--- src/rtl/pss_pkg.sv ---
// Package with types and constants for the power state sequencer.
package pss_pkg;

	// Operating states of the sequencer, one-hot.
	typedef enum logic [8:0] {
		PSS_POR = 9'h001,
		PSS_FUSE = 9'h002,
		PSS_SAMPLE = 9'h004,
		PSS_FLASH_EMU = 9'h008,
		PSS_MIN_ENERGY = 9'h010,
		PSS_BOOT = 9'h020,
		PSS_RUN = 9'h040,
		PSS_SLEEP = 9'h080,
		PSS_DOZE = 9'h100
	} pss_state_type;

	// Demand and wake inputs from the rest of the chip.
	typedef struct packed {
		logic cpu_busy;
		logic cpu_wfi;
		logic periph_busy;
		logic dma_busy;
		logic irq_pending;
	} pss_demand_type;

	// Clock and power controls driven by the sequencer.
	typedef struct packed {
		logic relax_osc_en;
		logic cpu_clk_en;
		logic periph_clk_en;
		logic lf_osc_en;
		logic timers_en;
		logic retain_en;
		logic io_wake_en;
		logic core_pwr_en;
		logic flash_emu_en;
		logic normal_op_en;
	} pss_power_type;

	// Relaxation oscillator settle time and the rate of this clock.
	localparam int PSS_CLK_HZ = 20_000_000;
	localparam int PSS_OSC_START_NS = 2_000;
	localparam int PSS_OSC_START_CYC = (PSS_OSC_START_NS * (PSS_CLK_HZ / 1_000_000)
		+ 999) / 1_000;
	localparam int PSS_POR_CYC = 16;
	localparam int PSS_FUSE_CYC = 32;
	localparam int PSS_BOOT_CYC = 64;
	localparam int PSS_CNT_W = 12;
	localparam logic [PSS_CNT_W-1:0] PSS_CNT_RST = 12'h000;

endpackage

--- src/rtl/pss_sequencer.sv ---
// Power state sequencer: start-up, flash emulation select and operating states.
//
// Function
// - Power-on or hard reset input restarts the start-up sequence.
// - After power-on or synchronized hard reset falls, load the fuse table.
// - Sample both inputs in start-up; both asserted selects flash emulation.
// - Hard reset without program request holds minimum energy until release.
// - Hard reset release runs boot then enters active.
// - Flash emulation suspends normal operation and acts as serial flash.
// - Operating states pick lowest power meeting demand.
// - Active keeps relaxation oscillator running, peripherals enabled when needed.
// - Active alternates CPU running and CPU sleeping substates.
// - Peripherals and DMA move between active and doze without CPU.
// - Doze only when CPU and all peripherals are idle.
// - Doze retains state and keeps timekeeping running.
// - Doze watches I/O pins and wakes quickly on activity.
// - Doze keeps low-frequency oscillator and its timers running.
// - Relaxation oscillator clocks CPU and peripherals, starts quickly leaving doze.
`timescale 1ns/10ps

module pss_sequencer #(
	parameter int POR_CYC = pss_pkg::PSS_POR_CYC,
	parameter int FUSE_CYC = pss_pkg::PSS_FUSE_CYC,
	parameter int BOOT_CYC = pss_pkg::PSS_BOOT_CYC,
	parameter int OSC_CYC = pss_pkg::PSS_OSC_START_CYC,
	parameter int FUSE_W = 16
) (
	input wire logic clock,
	input wire logic arst_n,
	input wire logic hard_rst_l,
	input wire logic prog_mode_req_l,
	input wire logic time_capture_req_l,
	input wire logic uart_rx_l,
	input wire logic uart_rts_l,
	input wire pss_pkg::pss_demand_type demand,
	input wire logic [FUSE_W-1:0] fuse_data,
	output pss_pkg::pss_power_type power,
	output pss_pkg::pss_state_type state,
	output logic [FUSE_W-1:0] io_dir,
	output logic fuse_loaded,
	output logic wake_event
);
	import pss_pkg::*;

	// Counts below one or the fuse word of no width cannot be served.
	if (POR_CYC < 1 || FUSE_CYC < 1 || BOOT_CYC < 1 || OSC_CYC < 1 ||
		FUSE_W < 1) begin : g_bad_low
		$error("pss_sequencer: counts and fuse width must be at least 1");
	end
	// Each count is loaded minus one into the down-counter and must fit it.
	if (POR_CYC > (1 << PSS_CNT_W) || FUSE_CYC > (1 << PSS_CNT_W) ||
		BOOT_CYC > (1 << PSS_CNT_W) || OSC_CYC > (1 << PSS_CNT_W)) begin : g_bad_high
		$error("pss_sequencer: counts must fit the down-counter");
	end

	////////////////////////////////////////////////////////////////////////////
	// Reset release and input synchronizers.

	logic [1:0] rst_sync_q;
	logic rst_n;
	logic [1:0] hrst_meta_q, prog_meta_q, time_meta_q, rx_meta_q, rts_meta_q;
	logic hrst_l_q, prog_l_q, time_l_q, rx_l_q, rts_l_q;
	logic hrst_prev_q;

	always_ff @(posedge clock or negedge arst_n) begin
		if (!arst_n) begin
			rst_sync_q <= 2'h0;
		end else begin
			rst_sync_q <= {rst_sync_q[0], 1'b1};
		end
	end
	assign rst_n = rst_sync_q[1];

	always_ff @(posedge clock or negedge rst_n) begin
		if (!rst_n) begin
			hrst_meta_q <= 2'h3;
			prog_meta_q <= 2'h3;
			time_meta_q <= 2'h3;
			rx_meta_q <= 2'h3;
			rts_meta_q <= 2'h3;
			hrst_prev_q <= 1'b1;
		end else begin
			hrst_meta_q <= {hrst_meta_q[0], hard_rst_l};
			prog_meta_q <= {prog_meta_q[0], prog_mode_req_l};
			time_meta_q <= {time_meta_q[0], time_capture_req_l};
			rx_meta_q <= {rx_meta_q[0], uart_rx_l};
			rts_meta_q <= {rts_meta_q[0], uart_rts_l};
			hrst_prev_q <= hrst_meta_q[1];
		end
	end
	assign hrst_l_q = hrst_meta_q[1];
	assign prog_l_q = prog_meta_q[1];
	assign time_l_q = time_meta_q[1];
	assign rx_l_q = rx_meta_q[1];
	assign rts_l_q = rts_meta_q[1];

	logic hrst_fall;
	logic hrst_on, prog_on;
	assign hrst_on = !hrst_l_q;
	assign prog_on = !prog_l_q;
	assign hrst_fall = hrst_prev_q && !hrst_l_q;

	////////////////////////////////////////////////////////////////////////////
	// State machine.

	pss_state_type state_q, state_d;
	logic [PSS_CNT_W-1:0] cnt_q, cnt_d;
	logic [FUSE_W-1:0] io_dir_q, io_dir_d;
	logic fuse_q, fuse_d;
	logic osc_ok_q, osc_ok_d;
	logic io_act;
	logic demand_any;
	logic cnt_done;

	// activity on UART lines or time capture request.
	assign io_act = !time_l_q || !rx_l_q || !rts_l_q;
	assign demand_any = demand.cpu_busy || demand.periph_busy || demand.dma_busy ||
		demand.irq_pending;
	assign cnt_done = (cnt_q == PSS_CNT_RST);

	always_comb begin
		state_d = state_q;
		cnt_d = cnt_q;
		io_dir_d = io_dir_q;
		fuse_d = fuse_q;
		osc_ok_d = osc_ok_q;
		if (!cnt_done) begin
			cnt_d = cnt_q - 12'h001;
		end
		case (state_q)
			PSS_POR: begin
				if (cnt_done) begin
					state_d = PSS_FUSE;
					cnt_d = PSS_CNT_W'(FUSE_CYC - 1);
				end
			end
			PSS_FUSE: begin
				if (cnt_done) begin
					io_dir_d = fuse_data;
					fuse_d = 1'b1;
					state_d = PSS_SAMPLE;
				end
			end
			PSS_SAMPLE: begin
				if (hrst_on && prog_on) begin
					state_d = PSS_FLASH_EMU;
				end else if (hrst_on) begin
					state_d = PSS_MIN_ENERGY;
				end else begin
					state_d = PSS_BOOT;
					cnt_d = PSS_CNT_W'(BOOT_CYC - 1);
				end
			end
			PSS_FLASH_EMU: begin
				// stay emulating until hard reset release.
				if (!hrst_on) begin
					state_d = PSS_BOOT;
					cnt_d = PSS_CNT_W'(BOOT_CYC - 1);
				end
			end
			PSS_MIN_ENERGY: begin
				if (!hrst_on) begin
					state_d = PSS_BOOT;
					cnt_d = PSS_CNT_W'(BOOT_CYC - 1);
				end
			end
			PSS_BOOT: begin
				if (cnt_done) begin
					state_d = PSS_RUN;
					osc_ok_d = 1'b1;
				end
			end
			PSS_RUN: begin
				if (demand.cpu_wfi && !demand.cpu_busy) begin
					state_d = PSS_SLEEP;
				end
			end
			PSS_SLEEP: begin
				if (demand.cpu_busy || demand.irq_pending) begin
					state_d = PSS_RUN;
				end else if (!demand_any && !io_act) begin
					state_d = PSS_DOZE;
					osc_ok_d = 1'b0;
				end
			end
			PSS_DOZE: begin
				// peripherals, DMA or I/O wake without the CPU.
				if (demand_any || io_act) begin
					state_d = PSS_SLEEP;
					cnt_d = PSS_CNT_W'(OSC_CYC - 1);
				end
			end
			default: begin
				state_d = PSS_POR;
				cnt_d = PSS_CNT_W'(POR_CYC - 1);
			end
		endcase
		// settle oscillator before clocks are released.
		if (state_q == PSS_SLEEP && !osc_ok_q && cnt_done) begin
			osc_ok_d = 1'b1;
		end
		if (state_q == PSS_SLEEP && !osc_ok_q) begin
			state_d = PSS_SLEEP;
		end
		// hard reset falling edge restarts start-up.
		if (hrst_fall && state_q != PSS_SAMPLE && state_q != PSS_FLASH_EMU &&
			state_q != PSS_MIN_ENERGY) begin
			state_d = PSS_FUSE;
			cnt_d = PSS_CNT_W'(FUSE_CYC - 1);
			fuse_d = 1'b0;
			osc_ok_d = 1'b0;
		end
	end

	always_ff @(posedge clock or negedge rst_n) begin
		if (!rst_n) begin
			state_q <= PSS_POR;
			cnt_q <= PSS_CNT_W'(POR_CYC - 1);
			io_dir_q <= '0;
			fuse_q <= 1'b0;
			osc_ok_q <= 1'b0;
		end else begin
			state_q <= state_d;
			cnt_q <= cnt_d;
			io_dir_q <= io_dir_d;
			fuse_q <= fuse_d;
			osc_ok_q <= osc_ok_d;
		end
	end

	////////////////////////////////////////////////////////////////////////////
	// Power controls.

	pss_power_type power_d, power_q;
	logic wake_d, wake_q;

	always_comb begin
		power_d = '0;
		wake_d = (state_q == PSS_DOZE) && (demand_any || io_act);
		// low-frequency oscillator and timers run in every non-minimum state.
		power_d.lf_osc_en = (state_d != PSS_MIN_ENERGY);
		power_d.timers_en = (state_d != PSS_MIN_ENERGY);
		power_d.core_pwr_en = (state_d != PSS_MIN_ENERGY);
		case (state_d)
			PSS_POR, PSS_FUSE, PSS_SAMPLE, PSS_BOOT: begin
				power_d.relax_osc_en = 1'b1;
				power_d.cpu_clk_en = (state_d == PSS_BOOT);
			end
			PSS_FLASH_EMU: begin
				// emulate serial flash, normal operation off.
				power_d.relax_osc_en = 1'b1;
				power_d.flash_emu_en = 1'b1;
			end
			PSS_RUN, PSS_SLEEP: begin
				power_d.relax_osc_en = 1'b1;
				power_d.normal_op_en = 1'b1;
				power_d.cpu_clk_en = (state_d == PSS_RUN) && osc_ok_d;
				power_d.periph_clk_en = osc_ok_d && (demand.periph_busy || demand.dma_busy);
			end
			PSS_DOZE: begin
				power_d.retain_en = 1'b1;
				power_d.normal_op_en = 1'b1;
				power_d.io_wake_en = 1'b1;
			end
			default: begin
				power_d = '0;
			end
		endcase
		if (state_d == PSS_MIN_ENERGY) begin
			power_d.retain_en = 1'b1;
		end
	end

	always_ff @(posedge clock or negedge rst_n) begin
		if (!rst_n) begin
			power_q <= '0;
			wake_q <= 1'b0;
		end else begin
			power_q <= power_d;
			wake_q <= wake_d;
		end
	end

	assign power = power_q;
	assign state = state_q;
	assign io_dir = io_dir_q;
	assign fuse_loaded = fuse_q;
	assign wake_event = wake_q;

endmodule

--- config.mk ---
export PLATFORM = sky130hd
export DESIGN_NAME = pss_sequencer
export DESIGN_NICKNAME = d
export VERILOG_FILES = /design/src/rtl/pss_pkg.sv /design/src/rtl/pss_sequencer.sv
export SDC_FILE = /design/constraint.sdc
export NUM_CORES = 1
export LEC_CHECK = 0
export BUFFER_PORTS_ARGS = -buffer_cell sky130_fd_sc_hd__buf_2
export CORE_MARGIN = 2
export CORE_UTILIZATION = 35
export DETAILED_ROUTE_END_ITERATION = 10
export PLACE_DENSITY = 0.61
export SYNTH_ARGS = -nofsm -noshare
export SYNTH_HDL_FRONTEND = slang
export SYNTH_SLANG_ARGS = --single-unit
--- constraint.sdc ---
create_clock -name clock -period 2.2 [get_ports clock]
set_clock_uncertainty 0.1 [all_clocks]
set_input_delay 0.11 -clock clock [delete_from_list [all_inputs] [get_ports clock]]
set_output_delay 0.11 -clock clock [all_outputs]
set_load 0.01 [all_outputs]
# == Word-level counts from Yosys, hierarchy flattened ==
# Index checks and enable logic that the tools add are counted.
# op_classes
eq_ne,22
multipliers,0
div,0
n_bitwise,0
n_lt_le_gt_ge,0
mux,38
n_shift,0
reduce_logical,41
n_addsub,1
# ops
cell,count
$mux W9,10
$mux W12,6
$pmux W9 S8,1
$pmux W12 S5,1
$eq A9 B1 Y1 const B,2
$eq A9 B2 Y1 const B,2
$eq A9 B3 Y1 const B,2
$eq A9 B4 Y1 const B,2
$eq A9 B5 Y1 const B,2
$eq A9 B6 Y1 const B,2
$eq A9 B7 Y1 const B,2
$eq A9 B8 Y1 const B,2
$eq A9 B9 Y1 const B,2
$ne A9 B5 Y1 const B,2
$mux W1,14
$logic_and A1 B1 Y1,12
$logic_not A12 Y1,1
$mux W6,2
$sub A12 B1 Y12 const B,1
$logic_not A1 Y1,9
$ne A9 B3 Y1 const B,1
$ne A9 B4 Y1 const B,1
$logic_or A1 B1 Y1,8
$reduce_or A4 Y1,2
other kinds (8),13
# totals
output_inout_bits,37
ramBits,0
latchBits,0
elab_cells,125
register_bits,63
input_bits,28
mem_bits_ro,0
mem_count,0

# == Logic depth before layout (Yosys ltp) ==
# depth
ltp_word,13
mapped_depth,10
ltp_nobuf,10

# == Worst setup path before layout ==
# Ideal clock, no wire load.
# synth_timing
path_type,register -> register
start,reg state_q[7] (netlist: state[7])
end,reg cnt_q[0]
period_less_slack_ns,2.656
stages_incl_launch_ff,8
n_path_buf,1
arrival_ns,2.468
required_ns,2.012
slack_ns,-0.456
setup_ns,0.088
cell_sequence,dfrtp_1 > buf_6 > or4_4 > or4_4 > and2_4 > o221ai_4 > o211ai_4 > or3b_1
# synth_via
elab_chain_len,5
word_cells_on_any_way,19
classes_between,12 x eq/ne; 2 x mux; 5 x reduce/logical
# synth_lines
item,line_no,source
start: declaration,pss_sequencer.sv:106,"pss_state_type state_q, state_d;"
start signal: assignment,pss_sequencer.sv:223,state_q <= state_d;
branches (longest 4 deep; another with $pmux W12 S5),-,
$mux W12 *,pss_sequencer.sv:206,if (hrst_fall && state_q != PSS_SAMPLE && state_q != PSS_FLASH_EMU &&
named net cnt_d[0],pss_sequencer.sv:107,"logic [PSS_CNT_W-1:0] cnt_q, cnt_d;"
end signal: assignment,pss_sequencer.sv:218,cnt_q <= PSS_CNT_W'(POR_CYC - 1);
end signal: assignment,pss_sequencer.sv:224,cnt_q <= cnt_d;
end: declaration,pss_sequencer.sv:107,
# Mark *: on every way through the listed nets, which the timed path passes.
# A chain may end at the register's enable or synchronous reset.

==> impl_metrics.yaml <==
sta:
  hold_viol: 0
  holdWs_ps: 52.2
  rsz0062_at_grt: "true"
  fmax_mhz: 394
  finalCritPeriodShare_pct: 115
  timing.final.max_slew_violations: 0
  fin_ws_ps: -337
  period_needed_ps: 2540
  finalSetupViolations: 36
clocking:
  clock_latency_ps: 340
  clockRootBuffer: "clkbuf_8"
  cts_tree: "yes"
  htree_num_levels: 3
  clkSinkCount: 61
  clk_pin_slew_ps: 70
  clockBufferDepth: 2
  numCtsBuffers: 9
die:
  die_w_um: 94.4
  ios: 65
  initial_core_util_pct: 36.7
  core_um2: 7810
  num_rows: 32
  die_h_um: 94.4
  dieArea_um2: 8920
route:
  via_per_inst: 5.00
  dr.pass1.iters: 4
  totalWireLength_um: 8820
  first_iter_violations: 182
  routed-via-count: 2816
  routedWlPerCell_um: 15.7
  drt.antenna.violating_nets: 0
  drcViolationCount: 0
synthesis:
  netlist_top_cells_count: "nand2_1 (60), dfrtp_1 (45), nor2_1 (23)"
  ys_seq_elements: 61
  syn_nets: 319
  synth_top_area_cell: "dfrtp_1"
  synth.most_common_cell: "nand2_1"
  synth_edf_count: 0
  synth_top_cell_area_share_pct: 39.3
  synth_cell_types: 58
  yosys_warnings: 0
  seq_area_frac_synth_pct: 54.0
  syn_inst: 289
  yosys-top-cells-area: "dfrtp_1 (39%), dfstp_2 (15%), nand2_1 (7.9%)"
  synthArstFlopShare_pct: 100
  synthFlopType: "dfrtp_1"
  syn_area_um2: 2860
  syn_area_per_cell_um2: 9.91
place:
  place_congestion: 0.886
  io_buffers: 64
  place_ws_ps: -353
  dpl_cell_area_um2: 3750
  hpwlAfterDp_um: 5670
run_status:
  outcome: "finished, violations left"
  violations: "negative setup slack"
layout:
  drive_gt1_share_pct: 54.0
  fin_area_um2: 4700
  antenna_cells: 0
  multi_input_area_um2: 1560
  nets: 486
  regArea_um2: 1550
  areaGrowthSynthToFinish_pct: 64.2
  fillers: 654
job:
  cap_violations: 0
grt:
  grt_first_pass_wirelength_um: 13600
  grt_usage_pct: 20.1
  overflow: 0
  grt_antenna_before_repair: 0
  first_global_vias: 2810
  grt_start_max_net_pins: 44
pwr:
  ir_drop_mv: 0.371
  finalPower_mw: 2.70
  power_density_nw_per_um2: 575
  p_leak_nw: 2.13
critical_path:
  startpoint_type: "flop"
  critPathCaptureType: "flop"
  arrival_ps: 2670
  worst_ep_required_time_ps: 2330
  critPathMaxFanout: 8
  crit_type: "flop to flop"
hold_path:
  hold_class: "primary input to flop"
[area by class of cell]
type                            count  area share [%]
Clock inverter                      4            1.04
Multi-Input combinational cell    207            33.2
Clock buffer                       12            3.09
Inverter                           10           0.879
Tap cell                          102            2.72
Sequential cell                    61            33.0
Timing Repair Buffer              167            26.1
[cell families after synthesis]
logic type	synth area share [%]
other	0.131
XOR/XNOR	3.06
buffers and inverters	3.28
flip-flops	54.0
adder cells (fa/ha/maj)	0.874
AO/OA/AOI/OAI	9.70
AND/OR/NAND/NOR	28.2
multiplexers	0.743
[critical path, stage by stage (launching register included)]
cell and delay, ps:
dfrtp_1 380, or4_4 540, or4_4 520, and2_4 200, nand4_4 130, a41o_1 290
nor4b_2 260
[registers in the layout, summed over array words and instances (netlist names)]
signal,cells
rts_meta_q,2
prog_meta_q,2
hrst_prev_q,1
rst_sync_q,2
rx_meta_q,2
power,8
cnt_q,12
wake_event,1
fuse_loaded,1
osc_ok_q,1
state,9
time_meta_q,2
io_dir,16
hrst_meta_q,2
[worst paths after layout]
check / startpoint / to / slack (ps) / depth (start not counted)
hold / removal: demand[1] / power[7]$_DFF_PN0_ / 50 / 3
min in group asynchronous: rst_sync_q[1]$_DFF_PN0_ / io_dir[7]$_DFFE_PN0P_ / 100 / 0
hold reg to reg: rst_sync_q[1]$_DFF_PN0_ / io_dir[7]$_DFFE_PN0P_ / 100 / 0
setup reg to reg: state[6]$_DFF_PN0_ / power[0]$_DFF_PN0_ / -340 / 6
setup / recovery: state[6]$_DFF_PN0_ / power[0]$_DFF_PN0_ / -340 / 6
max in group asynchronous: rst_sync_q[1]$_DFF_PN0_ / state[0]$_DFF_PN1_ / 1260 / 1
[stage by stage]
step | utilization, % | cells | TNS, ps
2_1_floorplan | - | 289 | -4600
3_3_place_gp | 48.0 | 505 | -4000
3_5_place_dp | 48.0 | 505 | -4630
4_1_cts | 56.7 | 553 | -3270
5_1_grt | 60.2 | 563 | -7160
6_report | 60.2 | 563 | -4280
[cell usage in the layout, fill, tap and decap left out, types with 3 or more instances in the layout]
cell type and count:
buf_4 64, nor4_4 3, dfstp_2 16, nand3_2 3
dlygate4sd3_1 23, nor2_2 3, or4_4 4, nor2_1 16
a21oi_1 4, nand2_2 8, buf_6 14, clkbuf_8 10
nor2_4 4, nor3_2 4, or2_2 4, inv_1 7
a21oi_2 4, nand4_1 3, o21ai_0 4, a211oi_2 3
buf_2 64, nor3_1 13, o21ai_1 3, nand3_1 5
nand2_1 50, xor2_1 6, nor3_4 3, xnor2_1 4
dfrtp_1 43
[power breakdown]
part	leakage, nW	switching [mW]	internal (mW)
sequential	0.692	0.0382	1.18
combinational	1.34	0.245	0.250
clock	0.100	0.437	0.553
total	2.13	0.719	1.98
[per-layer routing]
metal,wire (um),GRT usage [%],vias up
met5,0,0,-
met4,209,8.21,0
met3,389,4.79,16
met2,4470,33.9,77
met1,3750,24.8,1377
li1,-,-,1346
[repair_timing]
item | CTS | global route
hold endpoints to repair | 23 | 0
hold buffers | 23 | 0
setup endpoints to repair | 44 | 47
gates cloned | 2 | 0
pin swaps | 17 | 15
gates resized for setup | 44 | 49
buffers inserted | 9 | 11
Power figures use the tool's default switching activity.
